## config.mk

```make
export PLATFORM = sky130hd
export DESIGN_NAME = ebg_glue
export DESIGN_NICKNAME = d
export VERILOG_FILES = /design/src/logic/ebg_pkg.sv /design/src/logic/ebg_glue.sv /design/src/logic/ebg_sync3.sv
export SDC_FILE = /design/constraint.sdc
export NUM_CORES = 1
export LEC_CHECK = 0
export ABC_AREA = 1
export BUFFER_PORTS_ARGS = -buffer_cell sky130_fd_sc_hd__buf_2
export CORE_MARGIN = 3
export CORE_UTILIZATION = 55
export CTS_CLUSTER_DIAMETER = 150
export DETAILED_ROUTE_END_ITERATION = 16
export PLACE_DENSITY_LB_ADDON = 0.15
export RECOVER_POWER = 100
export SLEW_MARGIN = 10
export SYNTH_ARGS = -nofsm -noshare
export SYNTH_HDL_FRONTEND = slang
export SYNTH_SLANG_ARGS = --single-unit
export TNS_END_PERCENT = 30
```

## constraint.sdc

```tcl
create_clock -name clk_i -period 3.35 [get_ports clk_i]
set_input_delay 0.67 -clock clk_i [delete_from_list [all_inputs] [get_ports clk_i]]
set_output_delay 0.67 -clock clk_i [all_outputs]
set_load 0.05 [all_outputs]
```

## src/logic/ebg_pkg.sv

```systemverilog
// shared constants and types for the external bus glue block
package ebg_pkg;
    // clock rate and fixed slow-clock waveform lengths
    localparam int CLK_PERIOD_NS = 10;
    localparam int SLOW_SETUP_NS = 30;
    localparam int SLOW_PULSE_NS = 60;
    localparam int SLOW_HOLD_NS  = 30;
    localparam logic [5:0] SLOW_SETUP_CYC = 6'((SLOW_SETUP_NS + CLK_PERIOD_NS - 1) / CLK_PERIOD_NS);
    localparam logic [5:0] SLOW_PULSE_CYC = 6'((SLOW_PULSE_NS + CLK_PERIOD_NS - 1) / CLK_PERIOD_NS);
    localparam logic [5:0] SLOW_HOLD_CYC  = 6'((SLOW_HOLD_NS + CLK_PERIOD_NS - 1) / CLK_PERIOD_NS);
    // bus geometry
    localparam int CS_COUNT = 8;
    localparam int ADDR_W   = 26;
    localparam int DATA_W   = 32;
    // chip select windows: select n lives at base (n+1) << 28
    localparam int CS_MSB = 31;
    localparam int CS_LSB = 28;
    localparam logic [3:0] CS_FIRST_WIN = 4'h1;
    localparam logic [3:0] CS_LAST_WIN  = 4'h8;
    localparam logic [3:0] FLASH_WIN    = 4'h4;
    localparam logic [2:0] FLASH_CS     = 3'h3;
    localparam logic [2:0] CARD0_CS     = 3'h4;
    localparam logic [2:0] CARD1_CS     = 3'h5;
    localparam logic [2:0] PIN_FLASH_RD = 3'h6;
    localparam logic [2:0] PIN_FLASH_WR = 3'h7;
    // card mode field and its codes
    localparam int MODE_MSB = 23;
    localparam int MODE_LSB = 21;
    localparam logic [2:0] MODE_ATTR    = 3'h0;
    localparam logic [2:0] MODE_COMMON  = 3'h2;
    localparam logic [2:0] MODE_IO      = 3'h4;
    localparam logic [2:0] MODE_IDE     = 3'h6;
    localparam logic [2:0] MODE_ALT_IDE = 3'h7;
    // data bus width codes and page limits
    localparam logic [1:0] W8  = 2'h0;
    localparam logic [1:0] W16 = 2'h1;
    localparam logic [1:0] W32 = 2'h2;
    localparam logic [4:0] PAGE_LAST_W8  = 5'h1f;
    localparam logic [4:0] PAGE_LAST_W16 = 5'h0f;
    localparam logic [4:0] PAGE_LAST_W32 = 5'h07;
    // reset defaults of the controller configuration
    localparam logic [1:0] RST_WIDTH   = W16;
    localparam logic       RST_BYTE_WR = 1'b0;
    localparam logic       RST_CS_CTRL = 1'b1;
    localparam logic       RST_SLOW    = 1'b1;
    localparam logic [5:0] RST_PHASE   = 6'h01;
    // access sequencer states
    typedef enum logic [1:0] {ST_IDLE, ST_SETUP, ST_PULSE, ST_HOLD} ebg_state_t;
endpackage

```

## src/logic/ebg_glue.sv

```systemverilog
// static controller sequencer with flash and card pin steering
//
// Function
// - card slot0 select timed as select four
// - read-not-write held through transfer, address stepped per page beat
// - flash steering only when flash assigned
// - flash lives in the select-three window
// - select three routes strobes to flash enables
// - flash enables drop outside select-three window
// - flash enables replace select six and seven pins
// - A23 picks io or memory, A22 register
// - A21 picks alternate or normal ide set
// - eight low selects, 26-bit address bus
// - 32-bit data bus for 8/16/32 devices
// - low wait input stretches current access
// - slow clock mode forces fixed waveforms
// - page read bursts up to 32 bytes
// - reset defaults suit 16-bit slow boot
// - selects and strobes active low
// - A23..A21 decode the card modes
// - io/ide use io strobes, memory memory strobes
`timescale 1ns/10ps
module ebg_glue
    import ebg_pkg::*;
(
    input  wire logic                clk_i,
    input  wire logic                reset_n_i,
    // access requests from the processor bus
    input  wire logic                req_i,
    input  wire logic [DATA_W-1:0]   req_addr_i,
    input  wire logic                req_write_i,
    input  wire logic [DATA_W-1:0]   req_wdata_i,
    input  wire logic [3:0]          req_be_i,
    input  wire logic [4:0]          req_beats_i,
    output logic                     busy_o,
    output logic                     done_o,
    output logic                     err_o,
    output logic [DATA_W-1:0]        rdata_o,
    output logic                     rdata_valid_o,
    // configuration and chip select assignment
    input  wire logic                cfg_load_i,
    input  wire logic [1:0]          cfg_width_i,
    input  wire logic                cfg_byte_write_i,
    input  wire logic                cfg_cs_ctrl_i,
    input  wire logic                cfg_slow_i,
    input  wire logic                cfg_page_i,
    input  wire logic [5:0]          cfg_setup_i,
    input  wire logic [5:0]          cfg_pulse_i,
    input  wire logic [5:0]          cfg_hold_i,
    input  wire logic                flash_assign_bit_i,
    input  wire logic                card_slot0_assign_bit_i,
    input  wire logic                card_slot1_assign_bit_i,
    // external memory pins
    input  wire logic                external_wait_low_i,
    output logic [CS_COUNT-1:0]      chip_select_lines_n_o,
    output logic                     read_strobe_low_o,
    output logic                     write_strobe_low_o,
    output logic [3:0]               byte_sel_n_o,
    output logic [ADDR_W-1:0]        addr_o,
    input  wire logic [DATA_W-1:0]   data_in_i,
    output logic [DATA_W-1:0]        data_out_o,
    output logic                     data_oe_o,
    // card slot pins
    output logic                     card_slot0_select_o,
    output logic                     card_slot1_select_o,
    output logic                     card_read_not_write_o,
    output logic                     card_low_byte_enable_o,
    output logic                     card_high_byte_enable_o,
    output logic                     card_io_read_strobe_o,
    output logic                     card_io_write_strobe_o,
    output logic                     card_mem_read_strobe_o,
    output logic                     card_mem_write_strobe_o
);
    // configuration registers
    logic [1:0]        width_ff;
    logic              bytewr_ff;
    logic              csctrl_ff;
    logic              slow_ff;
    logic              page_ff;
    logic [5:0]        setup_ff;
    logic [5:0]        pulse_ff;
    logic [5:0]        hold_ff;
    // access sequencer
    ebg_state_t        st_ff;
    ebg_state_t        nxt_st;
    logic [5:0]        cnt_ff;
    logic [5:0]        nxt_cnt;
    logic [DATA_W-1:0] addr_ff;
    logic [DATA_W-1:0] nxt_addr;
    logic [4:0]        beats_ff;
    logic [4:0]        nxt_beats;
    logic [2:0]        sel_ff;
    logic              wr_ff;
    logic [3:0]        be_ff;
    logic              beat_done;    // one data phase ends this cycle
    logic              take_ok;
    logic              take_bad;
    logic              wait_low_w;

    // external wait comes from the card or a slow device, so synchronise it
    ebg_sync3 #(.RST_VAL(1'b1)) u_wait_sync (
        .clk_i     (clk_i),
        .reset_n_i (reset_n_i),
        .async_i   (external_wait_low_i),
        .sync_o    (wait_low_w)
    );

    // request decode: which chip select window, and is it usable
    wire [3:0] req_win    = req_addr_i[CS_MSB:CS_LSB];
    wire       win_valid  = (req_win >= CS_FIRST_WIN) && (req_win <= CS_LAST_WIN);
    wire [2:0] req_sel    = 3'(req_win - CS_FIRST_WIN);
    // selects six and seven are gone while their pins carry flash enables
    wire       sel_lost   = flash_assign_bit_i && (req_sel == PIN_FLASH_RD || req_sel == PIN_FLASH_WR);
    wire       req_idle   = (st_ff == ST_IDLE);
    assign take_ok  = req_idle && req_i && win_valid && !sel_lost;
    assign take_bad = req_idle && req_i && !(win_valid && !sel_lost);

    // phase lengths: slow clock mode overrides the programmed values
    wire [5:0] setup_len = slow_ff ? SLOW_SETUP_CYC : setup_ff;
    wire [5:0] pulse_len = slow_ff ? SLOW_PULSE_CYC : pulse_ff;
    wire [5:0] hold_len  = slow_ff ? SLOW_HOLD_CYC  : hold_ff;
    wire       cnt_last  = (cnt_ff <= 6'h01);

    // page length limit in beats depends on bus width
    wire [4:0] page_last = (width_ff == W8)  ? PAGE_LAST_W8 :
                           (width_ff == W16) ? PAGE_LAST_W16 : PAGE_LAST_W32;
    wire [4:0] req_extra = (req_beats_i > page_last) ? page_last : req_beats_i;
    wire [DATA_W-1:0] addr_step = (width_ff == W8)  ? 32'h0000_0001 :
                                  (width_ff == W16) ? 32'h0000_0002 : 32'h0000_0004;

    assign beat_done = (st_ff == ST_PULSE) && wait_low_w && cnt_last;

    // next state of the access sequencer
    always_comb begin
        nxt_st    = st_ff;
        nxt_cnt   = cnt_ff;
        nxt_addr  = addr_ff;
        nxt_beats = beats_ff;
        case (st_ff)
            ST_IDLE: begin
                if (take_ok) begin
                    nxt_st    = ST_SETUP;
                    nxt_cnt   = setup_len;
                    nxt_addr  = req_addr_i;
                    // page bursts are reads only
                    nxt_beats = (page_ff && !req_write_i) ? req_extra : 5'h00;
                end
            end
            ST_SETUP: begin
                if (cnt_last) begin
                    nxt_st  = ST_PULSE;
                    nxt_cnt = pulse_len;
                end else begin
                    nxt_cnt = cnt_ff - 6'h01;
                end
            end
            ST_PULSE: begin
                // a low wait freezes the pulse counter
                if (!wait_low_w) begin
                    nxt_cnt = cnt_ff;
                end else if (cnt_last && beats_ff != 5'h00) begin
                    nxt_cnt   = pulse_len;
                    nxt_beats = beats_ff - 5'h01;
                    nxt_addr  = addr_ff + addr_step;
                end else if (cnt_last) begin
                    nxt_st  = ST_HOLD;
                    nxt_cnt = hold_len;
                end else begin
                    nxt_cnt = cnt_ff - 6'h01;
                end
            end
            ST_HOLD: begin
                if (cnt_last) begin
                    nxt_st = ST_IDLE;
                end else begin
                    nxt_cnt = cnt_ff - 6'h01;
                end
            end
            default: begin
                nxt_st = ST_IDLE;
            end
        endcase
    end

    // sequencer registers
    always_ff @(posedge clk_i) begin
        if (!reset_n_i) begin
            st_ff    <= ST_IDLE;
            cnt_ff   <= 6'h00;
            addr_ff  <= 32'h0000_0000;
            beats_ff <= 5'h00;
        end else begin
            st_ff    <= nxt_st;
            cnt_ff   <= nxt_cnt;
            addr_ff  <= nxt_addr;
            beats_ff <= nxt_beats;
        end
    end

    // request attributes, captured once and held for the whole transfer
    always_ff @(posedge clk_i) begin
        if (!reset_n_i) begin
            sel_ff     <= 3'h0;
            wr_ff      <= 1'b0;
            be_ff      <= 4'h0;
            data_out_o <= 32'h0000_0000;
        end else if (take_ok) begin
            sel_ff     <= req_sel;
            wr_ff      <= req_write_i;
            be_ff      <= req_be_i;
            data_out_o <= req_wdata_i;
        end
    end

    // configuration: defaults allow a 16-bit boot at slow clock
    always_ff @(posedge clk_i) begin
        if (!reset_n_i) begin
            width_ff  <= RST_WIDTH;
            bytewr_ff <= RST_BYTE_WR;
            csctrl_ff <= RST_CS_CTRL;
            slow_ff   <= RST_SLOW;
            page_ff   <= 1'b0;
            setup_ff  <= RST_PHASE;
            pulse_ff  <= RST_PHASE;
            hold_ff   <= RST_PHASE;
        end else if (cfg_load_i && req_idle) begin
            // loading mid-transfer would bend the waveform, so only when idle
            width_ff  <= cfg_width_i;
            bytewr_ff <= cfg_byte_write_i;
            csctrl_ff <= cfg_cs_ctrl_i;
            slow_ff   <= cfg_slow_i;
            page_ff   <= cfg_page_i;
            setup_ff  <= cfg_setup_i;
            pulse_ff  <= cfg_pulse_i;
            hold_ff   <= cfg_hold_i;
        end
    end

    // next pin values, from the next sequencer state and the request or held attributes
    wire       act_nxt   = (nxt_st != ST_IDLE);
    wire       pulse_nxt = (nxt_st == ST_PULSE);
    wire       hold_nxt  = (st_ff == ST_IDLE) ? req_write_i : wr_ff;
    wire [2:0] sel_nxt   = (st_ff == ST_IDLE) ? req_sel : sel_ff;
    wire [3:0] be_nxt    = (st_ff == ST_IDLE) ? req_be_i : be_ff;
    // chip-select-controlled mode stretches strobes over the whole select
    wire       strb_nxt  = csctrl_ff ? act_nxt : pulse_nxt;
    wire       rd_nxt    = strb_nxt && !hold_nxt;
    wire       wr_nxt    = strb_nxt && hold_nxt;
    wire [CS_COUNT-1:0] cs_n_nxt = act_nxt ? ~(8'h01 << sel_nxt) : 8'hff;

    // flash steering: select three, flash assigned, address in its window
    wire       fl_hit    = flash_assign_bit_i && (sel_nxt == FLASH_CS)
                           && (nxt_addr[CS_MSB:CS_LSB] == FLASH_WIN);
    wire       fl_re_n   = !(fl_hit && rd_nxt);
    wire       fl_we_n   = !(fl_hit && wr_nxt);
    wire       pin6_n    = flash_assign_bit_i ? fl_re_n : cs_n_nxt[PIN_FLASH_RD];
    wire       pin7_n    = flash_assign_bit_i ? fl_we_n : cs_n_nxt[PIN_FLASH_WR];
    wire [CS_COUNT-1:0] pins_nxt = {pin7_n, pin6_n, cs_n_nxt[5:0]};

    // card steering: mode from A23..A21 of the transfer address
    wire       c0_hit    = card_slot0_assign_bit_i && (sel_nxt == CARD0_CS) && act_nxt;
    wire       c1_hit    = card_slot1_assign_bit_i && (sel_nxt == CARD1_CS) && act_nxt;
    wire       card_hit  = c0_hit || c1_hit;
    wire [2:0] card_mode = nxt_addr[MODE_MSB:MODE_LSB];
    wire       io_mode   = (card_mode == MODE_IO) || (card_mode == MODE_IDE)
                           || (card_mode == MODE_ALT_IDE);
    wire       mem_mode  = (card_mode == MODE_ATTR) || (card_mode == MODE_COMMON);
    wire       alt_ide   = (card_mode == MODE_ALT_IDE);
    // byte enables: alternate ide uses the high enable, 8-bit the low one
    wire       ce_lo_nxt = !card_hit ? 1'b1 : alt_ide ? 1'b1
                           : (width_ff == W8) ? 1'b0 : !be_nxt[0];
    wire       ce_hi_nxt = !card_hit ? 1'b1 : alt_ide ? 1'b0
                           : (width_ff == W8) ? 1'b1 : !be_nxt[1];

    // byte lanes: write lines in byte-write mode, select lines otherwise
    wire [3:0] bsel_nxt  = bytewr_ff ? ~(be_nxt & {4{wr_nxt}})
                         : (act_nxt ? ~be_nxt : 4'hf);

    // pin registers; flash enables share the edge of the strobes they copy
    always_ff @(posedge clk_i) begin
        if (!reset_n_i) begin
            chip_select_lines_n_o <= 8'hff;
            read_strobe_low_o     <= 1'b1;
            write_strobe_low_o    <= 1'b1;
            byte_sel_n_o          <= 4'hf;
            data_oe_o             <= 1'b0;
        end else begin
            chip_select_lines_n_o <= pins_nxt;
            read_strobe_low_o     <= !rd_nxt;
            write_strobe_low_o    <= !(wr_nxt && !bytewr_ff);
            byte_sel_n_o          <= bsel_nxt;
            data_oe_o             <= act_nxt && hold_nxt;
        end
    end

    // card pin registers
    always_ff @(posedge clk_i) begin
        if (!reset_n_i) begin
            card_slot0_select_o     <= 1'b1;
            card_slot1_select_o     <= 1'b1;
            card_read_not_write_o   <= 1'b1;
            card_low_byte_enable_o  <= 1'b1;
            card_high_byte_enable_o <= 1'b1;
            card_io_read_strobe_o   <= 1'b1;
            card_io_write_strobe_o  <= 1'b1;
            card_mem_read_strobe_o  <= 1'b1;
            card_mem_write_strobe_o <= 1'b1;
        end else begin
            card_slot0_select_o     <= card_slot0_assign_bit_i ? cs_n_nxt[CARD0_CS] : 1'b1;
            card_slot1_select_o     <= card_slot1_assign_bit_i ? cs_n_nxt[CARD1_CS] : 1'b1;
            card_read_not_write_o   <= act_nxt ? !hold_nxt : card_read_not_write_o;
            card_low_byte_enable_o  <= ce_lo_nxt;
            card_high_byte_enable_o <= ce_hi_nxt;
            card_io_read_strobe_o   <= !(card_hit && io_mode && rd_nxt);
            card_io_write_strobe_o  <= !(card_hit && io_mode && wr_nxt);
            card_mem_read_strobe_o  <= !(card_hit && mem_mode && rd_nxt);
            card_mem_write_strobe_o <= !(card_hit && mem_mode && wr_nxt);
        end
    end

    // bus answers: data per beat, done when the hold phase ends
    always_ff @(posedge clk_i) begin
        if (!reset_n_i) begin
            busy_o        <= 1'b0;
            done_o        <= 1'b0;
            err_o         <= 1'b0;
            rdata_o       <= 32'h0000_0000;
            rdata_valid_o <= 1'b0;
        end else begin
            busy_o        <= act_nxt;
            done_o        <= take_bad || ((st_ff == ST_HOLD) && cnt_last);
            err_o         <= take_bad;
            rdata_valid_o <= beat_done && !wr_ff;
            rdata_o       <= (beat_done && !wr_ff) ? data_in_i : rdata_o;
        end
    end

    // the address pins simply show the transfer address, stepped on each page beat
    assign addr_o = addr_ff[ADDR_W-1:0];

    // card select four pin and slot0 select move together
    chk_card_cs_same: assert property (
        @(posedge clk_i) disable iff (!reset_n_i)
        $past(card_slot0_assign_bit_i) |->
            card_slot0_select_o == chip_select_lines_n_o[CARD0_CS])
        else $error("slot0 select differs from select four");

    chk_rnw_stable: assert property (
        @(posedge clk_i) disable iff (!reset_n_i)
        busy_o && $past(busy_o) |-> $stable(card_read_not_write_o))
        else $error("card direction changed inside a transfer");

    chk_flash_window: assert property (
        @(posedge clk_i) disable iff (!reset_n_i)
        $past(flash_assign_bit_i) && !chip_select_lines_n_o[PIN_FLASH_RD] |->
            busy_o && addr_ff[CS_MSB:CS_LSB] == FLASH_WIN && !read_strobe_low_o)
        else $error("flash read enable low outside its window");

    chk_flash_follow: assert property (
        @(posedge clk_i) disable iff (!reset_n_i)
        $past(flash_assign_bit_i) && busy_o && sel_ff == FLASH_CS |->
            chip_select_lines_n_o[PIN_FLASH_WR] == write_strobe_low_o
            || bytewr_ff)
        else $error("flash write enable does not track write strobe");

    chk_wait_hold: assert property (
        @(posedge clk_i) disable iff (!reset_n_i)
        st_ff == ST_PULSE && !wait_low_w |=> st_ff == ST_PULSE && $stable(cnt_ff))
        else $error("pulse advanced while wait asserted");

    chk_slow_setup: assert property (
        @(posedge clk_i) disable iff (!reset_n_i)
        st_ff == ST_SETUP && $past(st_ff) == ST_IDLE && slow_ff |->
            cnt_ff == SLOW_SETUP_CYC)
        else $error("slow mode did not force setup length");

    chk_reset_cfg: assert property (
        @(posedge clk_i)
        !reset_n_i |=> width_ff == RST_WIDTH && slow_ff && csctrl_ff && !bytewr_ff)
        else $error("controller configuration not at boot defaults");

    chk_card_io_mem: assert property (
        @(posedge clk_i) disable iff (!reset_n_i)
        !card_io_read_strobe_o || !card_io_write_strobe_o |->
            card_mem_read_strobe_o && card_mem_write_strobe_o)
        else $error("card io and memory strobes active together");

    chk_cs_onehot: assert property (
        @(posedge clk_i) disable iff (!reset_n_i)
        $onehot0(~chip_select_lines_n_o[5:0]) && (busy_o || &chip_select_lines_n_o[5:0]))
        else $error("more than one select low or select without access");
endmodule

```

## src/logic/ebg_sync3.sv

```systemverilog
// three-stage input synchroniser with agreement filter
`timescale 1ns/10ps
module ebg_sync3 #(
    parameter logic RST_VAL = 1'b1
) (
    input  wire logic clk_i,
    input  wire logic reset_n_i,
    input  wire logic async_i,
    output logic      sync_o
);
    logic s1_ff;  // metastability catcher, read only by s2
    logic s2_ff;
    logic s3_ff;
    logic out_ff;

    // a change counts once stages two and three agree
    always_ff @(posedge clk_i) begin
        if (!reset_n_i) begin
            s1_ff  <= RST_VAL;
            s2_ff  <= RST_VAL;
            s3_ff  <= RST_VAL;
            out_ff <= RST_VAL;
        end else begin
            s1_ff  <= async_i;
            s2_ff  <= s1_ff;
            s3_ff  <= s2_ff;
            out_ff <= (s2_ff == s3_ff) ? s3_ff : out_ff;
        end
    end

    assign sync_o = out_ff;
endmodule

```

After elaboration in Yosys (flattened, before gate mapping)
Cells that the tools add are included.

word-level totals
  input bits = 138
  word-level logic and storage cells = 186
  bits in registers = 173
  output and inout bits = 118

cells by class
  order comparisons = 4
  reduce and logical (&&, ||, !) cells = 67
  shifts and indexed selects = 1
  mux-type cells = 43
  bitwise gates (word level) = 6
  add/subtract/negate cells = 4
  eq/ne operators = 20

operators with widths
  cell                                                                    count
  32-bit two-way mux                                                      3
  32-bit one-hot mux with 2 select lines                                  1
  6-bit two-way mux                                                       9
  32-bit by 3-bit adder with 32-bit output                                1
  1-bit logical AND                                                       32
  5-bit two-way mux                                                       6
  6-bit one-hot mux with 4 select lines                                   1
  3-bit equality test (second input constant)                             7
  1-bit logical NOT                                                       16
  4-bit two-way mux                                                       4
  2-bit two-way mux                                                       6
  5-bit one-hot mux with 2 select lines                                   1
  3-bit two-way mux                                                       3
  8-bit two-way mux                                                       1
  4-bit inverter                                                          2
  8-bit inverter                                                          1
  2-bit one-hot mux with 4 select lines                                   1
  2-bit AND reduction                                                     4
  1-bit by 3-bit left shift with 8-bit output (first input constant)      1
  1-bit two-way mux                                                       7
  2-bit equality test (second input constant)                             3
  3-bit by 2-bit equality test with 1-bit output (second input constant)  2
  6-bit by 1-bit <= comparator with 1-bit output (second input constant)  1
  1-bit logical OR                                                        6
  other kinds (20)                                                        26

Longest topological paths before layout
Gate-level depths: netlist of the first run.

  depth after elaboration = 14
  mapped depth = 18
  gate-level depth less buffers = 18

Hierarchy
A second synthesis of the first run with hierarchy kept.

second synthesis, totals
  cell total of the unflattened synthesis = 1165
  area, all modules = 8470.6 um2

by module, submodules not included
  module     area an instance (um2)  sequential area each (um2)  instances  cells an instance
  ebg_glue   8336.7                  3383.2                      1          1148
  ebg_sync3  133.9                   80.1                        1          17

Worst setup path before layout of the first run
No wires, ideal clock.

  path type = input to register
  start = input port req_addr_i[28]
  end = register addr_ff[11]
  setup time = 0.119 ns
  buffers on the path = 2
  slack = 0.919 ns
  required time = 3.231 ns
  arrival = 2.312 ns
  stages = 12
  cells stage by stage = inv_1 > ha_1 > ha_1 > nor2_1 > o21ai_0 > nand2_2 > buf_6 > nand2_4 > nand2_2 > buf_2 > a211oi_1 > nor2_1

on the way
  cells in the longest elaborated chain, start to end = 8
  elaborated cells on any way between the ends = 13
  classes of those cells = add/sub (1); order compare (2); eq/ne (3); reduce/logical (7)

ends and longest elaborated chain
  item                                         RTL line         source
  start, declared                              ebg_glue.sv:30   input wire logic [DATA_W-1:0] req_addr_i,
  3-bit by 1-bit subtractor with 3-bit output  ebg_glue.sv:111  wire [2:0] req_sel = 3'(req_win - CS_FIRST_WIN);
  3-bit equality test                          ebg_glue.sv:113  wire sel_lost = flash_assign_bit_i && (req_sel == PIN_FLASH_RD || req_sel == PIN_FLASH_WR);
  1-bit logical OR                             ebg_glue.sv:113
  1-bit logical AND                            ebg_glue.sv:113
  1-bit logical NOT                            ebg_glue.sv:115  assign take_ok = req_idle && req_i && win_valid && !sel_lost;
  1-bit logical AND *                          ebg_glue.sv:115
  2-bit != test (no line) *                    --
  4-bit AND reduction (no line) *              --
  end signal, assigned                         ebg_glue.sv:195  addr_ff <= nxt_addr;
  end, declared                                ebg_glue.sv:88   logic [DATA_W-1:0] addr_ff;

Every way passes the cells marked *; elsewhere a longest branch is shown, timed or not.
A chain may end at the register's enable or synchronous reset.

Worst setup path after layout of the first run
  start = input port req_addr_i[28]
  end = register cnt_ff[1]

on the way
  cells in the longest elaborated chain, start to end = 8
  elaborated cells on any way between the ends = 13
  classes of those cells = add/sub (1); order compare (2); eq/ne (3); reduce/logical (7)

ends and longest elaborated chain
  item                                           RTL line         source
  3-bit by 1-bit subtractor with 3-bit output *  ebg_glue.sv:111
  via req_sel[0]                                 ebg_glue.sv:111
  3-bit equality test                            ebg_glue.sv:113
  1-bit logical OR *                             ebg_glue.sv:113
  1-bit logical AND *                            ebg_glue.sv:113
  1-bit logical NOT *                            ebg_glue.sv:115
  1-bit logical AND *                            ebg_glue.sv:115
  2-bit != test (no line) *                      --
  3-bit AND reduction (no line) *                --
  end signal, assigned                           ebg_glue.sv:194  cnt_ff <= nxt_cnt;
  end, declared                                  ebg_glue.sv:86   logic [5:0] cnt_ff;

Mark *: on every way through the listed nets, which the timed path passes. The rest lies on a longest branch.

==> qor.csv, run 1 <==
stage,metric,value,unit
outcome,status,finished clean,
sta,count of final max-slew check failures,0,
yosys,Post-synth EDFFs,0,
routing,detailed-route via count,8045,
yosys,Synth Area in Adders,0.02100,
global_route,Overall Global Routing Usage,0.2694,
yosys,post-synthesis mux area share,0.001236,
sta,Fin. Hold Viols,0,
placement,placed instance area,9280,sq um
sta,Slew HR,0.05737,
critical_path,CP Cell Sequence,buf_2 -> inv_1 -> ha_1 -> ha_1 -> nor2_1 -> o21ai_0 -> nand2_1 -> nand2_4 -> o21ai_0 -> nor2_1 -> inv_1 -> a21oi_2 -> nand2_1 -> a21oi_1,
cells_and_area,most frequent cells in the layout,"nand2_1 (194), nor2_1 (178), dfxtp_1 (173)",
clock_tree,CTS root buf,clkbuf_16,
critical_path,worst path buffer plus inverter count,3,
cells_and_area,ant diodes,0,
sta,period utilization,0.8985,
yosys,main combinational cell family by area after synthesis,simple AND/OR/NAND/NOR gates,
yosys,xor and xnor fraction of the mapped netlist area,0.009730,
clock_tree,Resized Gates After CTS,0,
yosys,async set or reset register ratio after synthesis,0,
cells_and_area,Nets,1500,
yosys,register bit total from synthesis,173,
cells_and_area,Area Growth Syn to Fin,19.57,%
sta,setup slack after layout,0.3401,ns
placement,Port Buffers,255,
clock_tree,CTS sink count,173,
global_route,antenna violations before repair,0,
sta,total negative slack,0,ns
yosys,Ys Warns,0,
die,Site Rows,43,
routing,DRC violations left,0,
routing,initial DRC count,496,
die,Chip Height,127.4,um
cells_and_area,"leading cell type in the layout, fill and taps excluded",nand2_1,
power,leak pwr,4.037,nW
die,die width,127.4,um
yosys,cells after synthesis,1143,
die,Die ar.,16220,sq um
clock_tree,Num CTS Buffers,17,
sta,Worst-Margin Slew,1.414,ns
cells_and_area,final core utilization,0.6846,
yosys,Synth Flop Type,dfxtp_1,
routing,routed len/inst,14.30,um
yosys,Post-Syn Nets,1294,
sta,fmax,0.3322,GHz
yosys,Syn Area/Cell,7.088,sq um
cells_and_area,Finished Layout Cells,1542,
clock_tree,CTS tree,built,
critical_path,crit-path max cell delay,0.39,ns
sta,Final setup viols,0,
yosys,Synth Area in Compound Gates,0.1897,
cells_and_area,final instance area,9687,sq um
power,P per Cell Area,861.0,nW/um^2
critical_path,"Req. time, crit path",3.70,ns
routing,Routed Antenna Nets,0,
clock_tree,Post-CTS Setup Inserts,0,
hold_path,min-delay worst type,in -> reg,
global_route,vias in the first global route,7357,
clock_tree,# H-tree levels,4,
routing,drt pass-1 iters,5,
global_route,largest net degree at the start of global routing,82,
critical_path,cell family with most CP delay,simple AND/OR/NAND/NOR gates,
critical_path,critical path class,in -> reg,
clock_tree,clock latency on the worst-skew pair,0.43,ns
routing,WL final,22050,um
yosys,Synth Area in Simple Gates,0.2415,
yosys,"Seq/Total Area, Yosys",0.4275,
placement,cell count after placement,1510,
die,IO Count,256,
yosys,"Cell Area, Synth",8102,sq um
global_route,first-pass GRT wire length,35620,um
critical_path,Crit Path Max Fanout,12,
critical_path,Setup crit start kind,input pin,
placement,Final Wtd Congestion,0.9152,
critical_path,Worst Path Arrival,3.36,ns
placement,dpl ws,0.2320,ns
run,max cap viols,0,
yosys,post-synth cell types,47,
routing,vias per inst,5.217,
placement,post-DP HPWL,16120,um
clock_tree,clock transition at the registers of the reported paths,0.06,ns
critical_path,critical path endpoint category,flip-flop,
global_route,Overflow after GRT,0,
sta,skew final,0.007641,ns
die,Initial Util,0.5726,
sta,Period minus WS final,3.010,ns
power,Peak supply drop,0.4934,mV
die,Core Region,14150,sq um
clock_tree,"Hold-fix buffers, CTS",0,
power,Tot Pwr,8.341,mW
critical_path,CP max stage cell,nand2_1,
clock_tree,CTS Buffer Depth,2,
sta,RSZ-0062 raised after global routing,false,
cells_and_area,fraction of layout cells with a size suffix above 1,0.1490,
sta,WHS,0.4269,ns
cells in the mapped netlist, types with 10 or more instances:
library cell | n | area (sq um)
nor3_1 | 10 | 50.05
a31oi_1 | 17 | 106.4
o21ai_0 | 138 | 690.7
buf_4 | 29 | 217.7
nand3_1 | 48 | 240.2
clkbuf_1 | 38 | 142.6
nand2_1 | 192 | 720.7
nor2_1 | 176 | 660.6
inv_1 | 114 | 427.9
ha_1 | 12 | 150.1
dfxtp_1 | 173 | 3463
a21oi_1 | 89 | 445.4
path summary, 6_finish.rpt:
check	slack (ns)	cells past startpoint	end	startpoint
max	0.34	14	cnt_ff[1]	req_addr_i[28]
min	0.43	2	u_wait_sync.s1_ff	external_wait_low_i
max reg2reg	0.47	11	cnt_ff[1]	st_ff[0]
min reg2reg	0.44	2	rdata_o[23]	rdata_o[23]
kinds of logic (layout without fill, tap and decap cells):
| kind of cell | after synthesis | count (layout) |
|---|---|---|
| compound gates | 281 | 281 |
| simple gates | 466 | 466 |
| flops | 173 | 173 |
| buf+inv | 200 | 419 |
| fa+ha+maj | 13 | 13 |
| mux | 1 | 1 |
| xor+xnor | 9 | 9 |
report_power, final:
group | internal, mW | switching [mW]
Combinational | 0.869 | 2.69
Clock | 1.16 | 0.798
Sequential | 2.51 | 0.317
layer usage:
metal | part of all wire | wire length [um] | global-route usage | vias up
li1 | - | - | - | 4128
met1 | 0.42 | 9267 | 0.3372 | 3573
met2 | 0.47 | 10420 | 0.4395 | 303
met3 | 0.083 | 1839 | 0.07985 | 41
met4 | 0.024 | 529 | 0.1016 | 0
met5 | 0 | 0 | 0 | -
state kept, by name, summed over array words and instances (netlist names), 6 cells and up:
register and cells:
addr_ff 32, data_out_o 32, rdata_o 32, chip_select_lines_n_o 8, cnt_ff 6, hold_ff 6, pulse_ff 6, setup_ff 6
layout make-up:
cell class,count,area (sq um)
repair buffers,265,1215
flip-flops and latches,173,3463
clock buffers,23,478.0
fillers,1338,4463
multi-input cells,770,3739
clock inverters,9,108.9
inverters,122,457.9
well taps,180,225.2
Note: power is estimated with default switching activity, not from simulation.
==> run 2: changes to the inputs <==
PLACE_DENSITY = 0.95   (was default)
PLACE_DENSITY_LB_ADDON = default   (was 0.15)
==> qor.csv, run 2 (synthesis results as in run 1) <==
stage,metric,value,unit,change
sta,Period minus WS final,2.954,ns,-0.05601 ns
global_route,largest net degree at the start of global routing,114,,+39%
cells_and_area,Top Registers,"addr_ff (32), data_out_o (32), rdata_o (32)",,
placement,Port Buffers,255,,unchanged
die,Site Rows,43,,unchanged
routing,initial DRC count,755,,+52%
power,Peak supply drop,0.5013,mV,+1.6%
hold_path,min-delay worst type,reg -> reg,,
routing,WL final,23480,um,+6.5%
clock_tree,CTS sink count,173,,unchanged
sta,period utilization,0.8818,,-0.01672
sta,Worst-Margin Slew,1.087,ns,-0.3268 ns
routing,vias per inst,5.439,,+4.3%
global_route,met3 Use GR,0.08194,,+0.002090
critical_path,number of cells on the critical path,14,,unchanged
clock_tree,Post-CTS Setup Inserts,0,,unchanged
hold_path,WHS Path Cells,1,,-1
critical_path,"Req. time, crit path",3.69,ns,about the same
critical_path,worst path buffer plus inverter count,3,,unchanged
critical_path,cell family with most CP delay,simple AND/OR/NAND/NOR gates,,
power,Int Power,4.495,mW,-0.95%
routing,DRC violations left,0,,unchanged
clock_tree,CTS Buffer Depth,2,,unchanged
cells_and_area,"leading cell type in the layout, fill and taps excluded",nand2_1,,
global_route,grt met2 use,0.4871,,+0.04769
power,clock network fraction of total power,0.241,,+0.006
critical_path,Worst Path Arrival,3.30,ns,-0.06 ns
global_route,Overall Global Routing Usage,0.2845,,+0.01511
clock_tree,CTS root buf,clkbuf_16,,
critical_path,CP max stage cell,nor2_1,,
critical_path,Crit Path Max Fanout,10,,-2
sta,fmax,0.3385,GHz,+1.9%
outcome,status,finished clean,,
placement,post-DP HPWL,16880,um,+4.7%
cells_and_area,fraction of layout cells with a size suffix above 1,0.1463,,-0.002722
global_route,antenna violations before repair,2,,+2
power,Sw Ratio,0.4679,,+0.01198
die,IO Count,256,,unchanged
die,Chip Height,127.4,um,unchanged
die,Die ar.,16220,sq um,unchanged
run,max cap viols,0,,unchanged
power,P per Cell Area,874.9,nW/um^2,+1.6%
sta,skew final,0.007724,ns,+0.00008277 ns
cells_and_area,final core utilization,0.6824,,-0.002210
power,Flop pwr share,0.336,,-0.003
cells_and_area,Nets,1498,,-0.13%
die,Initial Util,0.5726,,unchanged
routing,Routed Antenna Nets,0,,unchanged
clock_tree,# H-tree levels,4,,unchanged
sta,RSZ-0062 raised after global routing,false,,
sta,total negative slack,0,ns,unchanged
routing,routed len/inst,15.24,um,+6.5%
routing,detailed-route via count,8382,,+4.2%
global_route,vias in the first global route,7973,,+8.4%
power,leak pwr,4.018,nW,-0.47%
global_route,Overflow after GRT,0,,unchanged
critical_path,Setup crit start kind,input pin,,
cells_and_area,Area Growth Syn to Fin,19.18,%,
sta,count of final max-slew check failures,0,,unchanged
placement,Final Wtd Congestion,0.9009,,-1.6%
power,combinational power share,0.423,,-0.003
clock_tree,Resized Gates After CTS,0,,unchanged
clock_tree,Num CTS Buffers,17,,unchanged
critical_path,crit-path max cell delay,0.37,ns,-0.02 ns
global_route,gr busiest metal,met2,,
clock_tree,CTS tree,built,,
sta,Fin. Hold Viols,0,,unchanged
global_route,first-pass GRT wire length,37780,um,+6.1%
die,Core Region,14150,sq um,unchanged
critical_path,critical path endpoint category,flip-flop,,
die,die width,127.4,um,unchanged
clock_tree,clock latency on the worst-skew pair,0.43,ns,about the same
critical_path,depth of the most critical reg-to-reg path,17,,+6
global_route,met1 usage in global routing,0.3303,,-0.006948
critical_path,CP Cell Sequence,clkbuf_1 -> inv_1 -> ha_1 -> ha_1 -> nor2_1 -> o21ai_0 -> nand2_1 -> nand2_4 -> o21ai_0 -> nor2_1 -> inv_1 -> a21oi_1 -> nand2_1 -> a21oi_1,,
clock_tree,clock transition at the registers of the reported paths,0.07,ns,about the same
critical_path,critical path class,in -> reg,,
sta,Final setup viols,0,,unchanged
clock_tree,"Hold-fix buffers, CTS",0,,unchanged
sta,Slew HR,0.2752,,+0.2178
routing,drt pass-1 iters,5,,unchanged
power,sw power,3.952,mW,+3.9%
cells_and_area,most frequent cells in the layout,"nand2_1 (194), nor2_1 (178), dfxtp_1 (173)",,
==> run 2: cell types whose count changed in the layout (fill, tap and decap cells not counted), sizes merged <==
cell / previous run / this run
clkinv: 7 / 4
inv: 121 / 129
diode: 0 / 1
clkbuf: 146 / 142
buf: 142 / 139
==> run 2: through the flow <==
| stage | area [sq um] | power, mW | setup WS (ns) | hold slack [ns] | std cells |
|---|---|---|---|---|---|
| global placement | 9253 | 6.365 | 0.4509 | 0.4029 | 1508 |
| CTS | 9852 | 8.524 | 0.6294 | 0.4170 | 1540 |
| global route | 9656 | 8.930 | 0.1485 | 0.4245 | 1541 |
| floorplan | 8102 | 5.742 | 0.9192 | 0.3925 | 1143 |
| finish | 9656 | 8.447 | 0.3961 | 0.4171 | 1541 |
| detailed placement | 9253 | 6.478 | 0.3234 | 0.4068 | 1508 |
==> run 2: cell type report <==
class | instances | area, sq um
Antenna cell | 1 | 2.502
Inverter | 122 | 457.9
Sequential cell | 173 | 3463
Multi-Input combinational cell | 770 | 3721
Fill cell | 1234 | 4494
Timing Repair Buffer | 263 | 1186
Tap cell | 180 | 225.2
Clock buffer | 18 | 429.2
Clock inverter | 14 | 170.2
==> run 2: path summary, 6_finish.rpt <==
path / startpoint / to / slack (ns)
setup / recovery: req_addr_i[28] / cnt_ff[1] / 0.40
hold / removal: u_wait_sync.s1_ff / u_wait_sync.s2_ff / 0.42
setup reg to reg: width_ff[1] / chip_select_lines_n_o[6] / 0.46
hold reg to reg: u_wait_sync.s1_ff / u_wait_sync.s2_ff / 0.42
==> run 2: layer usage <==
layer  up-vias  share of wire
met2       428           0.49
met5         -        0.00055
met1      3785           0.39
met3        62          0.090
li1       4105              -
met4         2          0.034
==> run 2: power groups by stage <==
stage / clock (mW) / sequential [mW] / combinational, mW
2_1_floorplan: 0 / 3.57 / 2.18
3_3_place_gp: 0 / 2.84 / 3.52
3_5_place_dp: 0 / 2.86 / 3.62
4_1_cts: 2.04 / 2.83 / 3.66
5_1_grt: 2.14 / 2.89 / 3.90
6_report: 2.04 / 2.84 / 3.57
==> run 3: changes to the inputs <==
CORE_UTILIZATION = 56   (was 55)
SYNTH_HIERARCHICAL = 1   (was default)
==> qor.csv, run 3 <==
stage,metric,value,unit,change
outcome,status,"complete, but fails checks",,
outcome,failing checks,"capacitance limit, slew limit",,
placement,Port Buffers,255,,unchanged
critical_path,worst path buffer plus inverter count,4,,+1
run,max cap viols,1,,+1
sta,fmax,0.3404,GHz,+0.57%
die,IO Count,256,,unchanged
cells_and_area,fraction of layout cells with a size suffix above 1,0.1743,,+0.02794
global_route,antenna violations before repair,2,,unchanged
critical_path,"Req. time, crit path",3.65,ns,-0.04 ns
routing,drt pass-1 iters,5,,unchanged
clock_tree,clock latency on the worst-skew pair,0.43,ns,about the same
critical_path,CP Cell Sequence,clkbuf_1 -> inv_1 -> ha_1 -> ha_1 -> nor2_1 -> o21ai_2 -> nand2_4 -> nand2_1 -> inv_2 -> nand2_1 -> nand2_1 -> nor2_4 -> inv_2 -> a21oi_1 -> nand2_1,,
routing,DRC violations left,0,,unchanged
critical_path,Worst Path Arrival,3.24,ns,-0.06 ns
clock_tree,clock transition at the registers of the reported paths,0.06,ns,about the same
sta,Worst-Margin Slew,1.761,ns,+0.6734 ns
critical_path,Setup crit start kind,input pin,,
yosys,Syn Area/Cell,7.271,sq um,+2.6%
yosys,Post-Syn Nets,1316,,+1.7%
critical_path,Crit Path Max Fanout,21,,+11
sta,Period minus WS final,2.937,ns,-0.01661 ns
hold_path,WHS Path Cells,2,,+1
sta,count of final max-slew check failures,41,,+41
power,Peak supply drop,0.5224,mV,+4.2%
yosys,register bit total from synthesis,173,,unchanged
yosys,cells after synthesis,1165,,+1.9%
sta,Fin. Hold Viols,0,,unchanged
clock_tree,Post-CTS Setup Inserts,0,,unchanged
routing,Routed Antenna Nets,0,,unchanged
critical_path,depth of the most critical reg-to-reg path,11,,-6
routing,detailed-route via count,8529,,+1.8%
cells_and_area,fillers,1284,,+4.1%
sta,skew final,0.01770,ns,+0.009975 ns
global_route,Overall Global Routing Usage,0.2723,,-0.01214
yosys,async set or reset register ratio after synthesis,0,,unchanged
global_route,first-pass GRT wire length,36750,um,-2.7%
global_route,Overflow after GRT,0,,unchanged
routing,routed len/inst,14.81,um,-2.8%
routing,vias per inst,5.439,,about the same
die,Chip Height,129.0,um,+1.3%
die,die width,129.0,um,+1.3%
cells_and_area,Top Registers,"addr_ff (32), data_out_o (32), rdata_o (32)",,
placement,placed instance area,9562,sq um,+3.3%
clock_tree,"Hold-fix buffers, CTS",0,,unchanged
hold_path,min-delay worst type,reg -> reg,,
yosys,"Seq/Total Area, Yosys",0.4089,,-0.01863
yosys,synth top area cells,"dfxtp_1 (41%), nor2_1 (10%), nand2_1 (7.8%)",,
global_route,largest net degree at the start of global routing,54,,-53%
yosys,post-synth cell types,52,,+11%
clock_tree,CTS tree,built,,
clock_tree,CTS sink count,173,,unchanged
clock_tree,CTS Buffer Depth,2,,unchanged
clock_tree,Resized Gates After CTS,0,,unchanged
clock_tree,Num CTS Buffers,17,,unchanged
global_route,vias in the first global route,7811,,-2.0%
critical_path,critical path class,in -> reg,,
cells_and_area,Nets,1521,,+1.5%
yosys,Commonest cells post-synth,"nor2_1 (229), nand2_1 (177), dfxtp_1 (173)",,
yosys,Ys Warns,6,,+6
cells_and_area,"leading cell type in the layout, fill and taps excluded",nor2_1,,
yosys,top-count cell post-synth,nor2_1,,
critical_path,Crit Reg-Reg Startpoint,cnt_ff[0],,
critical_path,critical path endpoint category,flip-flop,,
routing,WL final,23230,um,-1.1%
die,Site Rows,44,,+2.3%
critical_path,cell family with most CP delay,simple AND/OR/NAND/NOR gates,,
critical_path,CP max stage cell,ha_1,,
critical_path,crit-path max cell delay,0.35,ns,-0.02 ns
critical_path,Crit. Startpoint,req_addr_i[28],,
yosys,"Cell Area, Synth",8471,sq um,+4.6%
placement,post-DP HPWL,17040,um,+0.94%
cells_and_area,final instance area,9936,sq um,+2.9%
yosys,Synth Flop Type,dfxtp_1,,
hold_path,worst hold start,u_wait_sync/s1_ff,,
clock_tree,# H-tree levels,4,,unchanged
sta,total negative slack,0,ns,unchanged
die,Core Region,14640,sq um,+3.5%
clock_tree,CTS root buf,clkbuf_16,,
sta,period utilization,0.8768,,-0.004958
sta,Final setup viols,0,,unchanged
routing,initial DRC count,819,,+8.5%
critical_path,R2R setup slack,0.50,ns,+0.04 ns
yosys,area share of the largest cell type after synthesis,0.4089,,-0.01863
cells_and_area,most frequent cells in the layout,"nor2_1 (229), nand2_1 (182), dfxtp_1 (173)",,
critical_path,CP dominant cell by count,nand2_1,,
placement,Final Wtd Congestion,0.9217,,+2.3%
critical_path,number of cells on the critical path,15,,+1
sta,Slew HR,-0.1737,,-0.4489
power,P per Cell Area,871.5,nW/um^2,-0.38%
die,Die ar.,16640,sq um,+2.6%
sta,RSZ-0062 raised after global routing,false,,
die,Initial Util,0.5784,,+0.005882
power,leak pwr,4.227,nW,+5.2%
cells_and_area,Area Growth Syn to Fin,17.30,%,
yosys,Synth area leader,dfxtp_1,,
yosys,Post-synth EDFFs,0,,unchanged
## run 3: power breakdown
group | total [mW] | internal, mW | switching [mW]
combinational | 3.79 | 0.941 | 2.85
clock | 2.01 | 1.17 | 0.839
sequential | 2.86 | 2.50 | 0.355
total | 8.66 | 4.61 | 4.05
## run 3: worst reg2reg max path: stages (launching register included)
cell and delay [ns]:
dfxtp_1 0.36, inv_1 0.12, ha_1 0.21, inv_1 0.06, nand2_2 0.07, nand2_1 0.08, nor2_4 0.30, nand3_2 0.09
clkbuf_2 0.42, inv_1 0.74, o21ai_0 0.21, nor2_1 0.13
## run 3: logic make-up after synthesis
group	share of synthesized area
and+or+nand+nor	0.2749
AOI/OAI and AO/OA	0.1843
DFF	0.4089
xor gates and xnor gates	0.009306
adders and majority gates	0.02009
buffers and inverters	0.1025
## run 3: final timing paths
| path | to |
|---|---|
| max | byte_sel_n_o[0] |
| min | u_wait_sync/s2_ff |
| max reg2reg | rdata_o[14] |
| min reg2reg | u_wait_sync/s2_ff |
## run 3: area by class of cell
class                           instances  area, sq um  share of cell area
Sequential cell                       173         3463              0.3486
Clock inverter                         10        126.4             0.01272
Clock buffer                           22        474.2             0.04773
Timing Repair Buffer                  264         1180              0.1188
Multi-Input combinational cell        814         4076              0.4103
Inverter                              100        382.9             0.03853
Tap cell                              184        230.2             0.02317
Antenna cell                            1        2.502           0.0002519
## run 3: stage by stage
| stage | util | setup slack, ns | std cells | hold WS, ns | power (mW) |
|---|---|---|---|---|---|
| CTS | 0.6940 | 0.7063 | 1567 | 0.4049 | 8.806 |
| floorplan | - | 1.017 | 1165 | 0.3795 | 6.085 |
| global route | 0.6785 | 0.2191 | 1568 | 0.4272 | 9.177 |
| finish | 0.6785 | 0.4127 | 1568 | 0.4032 | 8.659 |
| detailed placement | 0.6529 | 0.3604 | 1535 | 0.3893 | 6.797 |
| global placement | 0.6529 | 0.5287 | 1535 | 0.3902 | 6.682 |
## run 3: routing by layer
layer / up-vias / share of wire / wire length [um] / global-route usage
li1: 4195 / - / - / -
met5: - / 0.00056 / 13 / 0
met3: 45 / 0.088 / 2051 / 0.06642
met4: 2 / 0.022 / 501 / 0.1087
met2: 413 / 0.48 / 11220 / 0.4643
met1: 3874 / 0.41 / 9438 / 0.3302
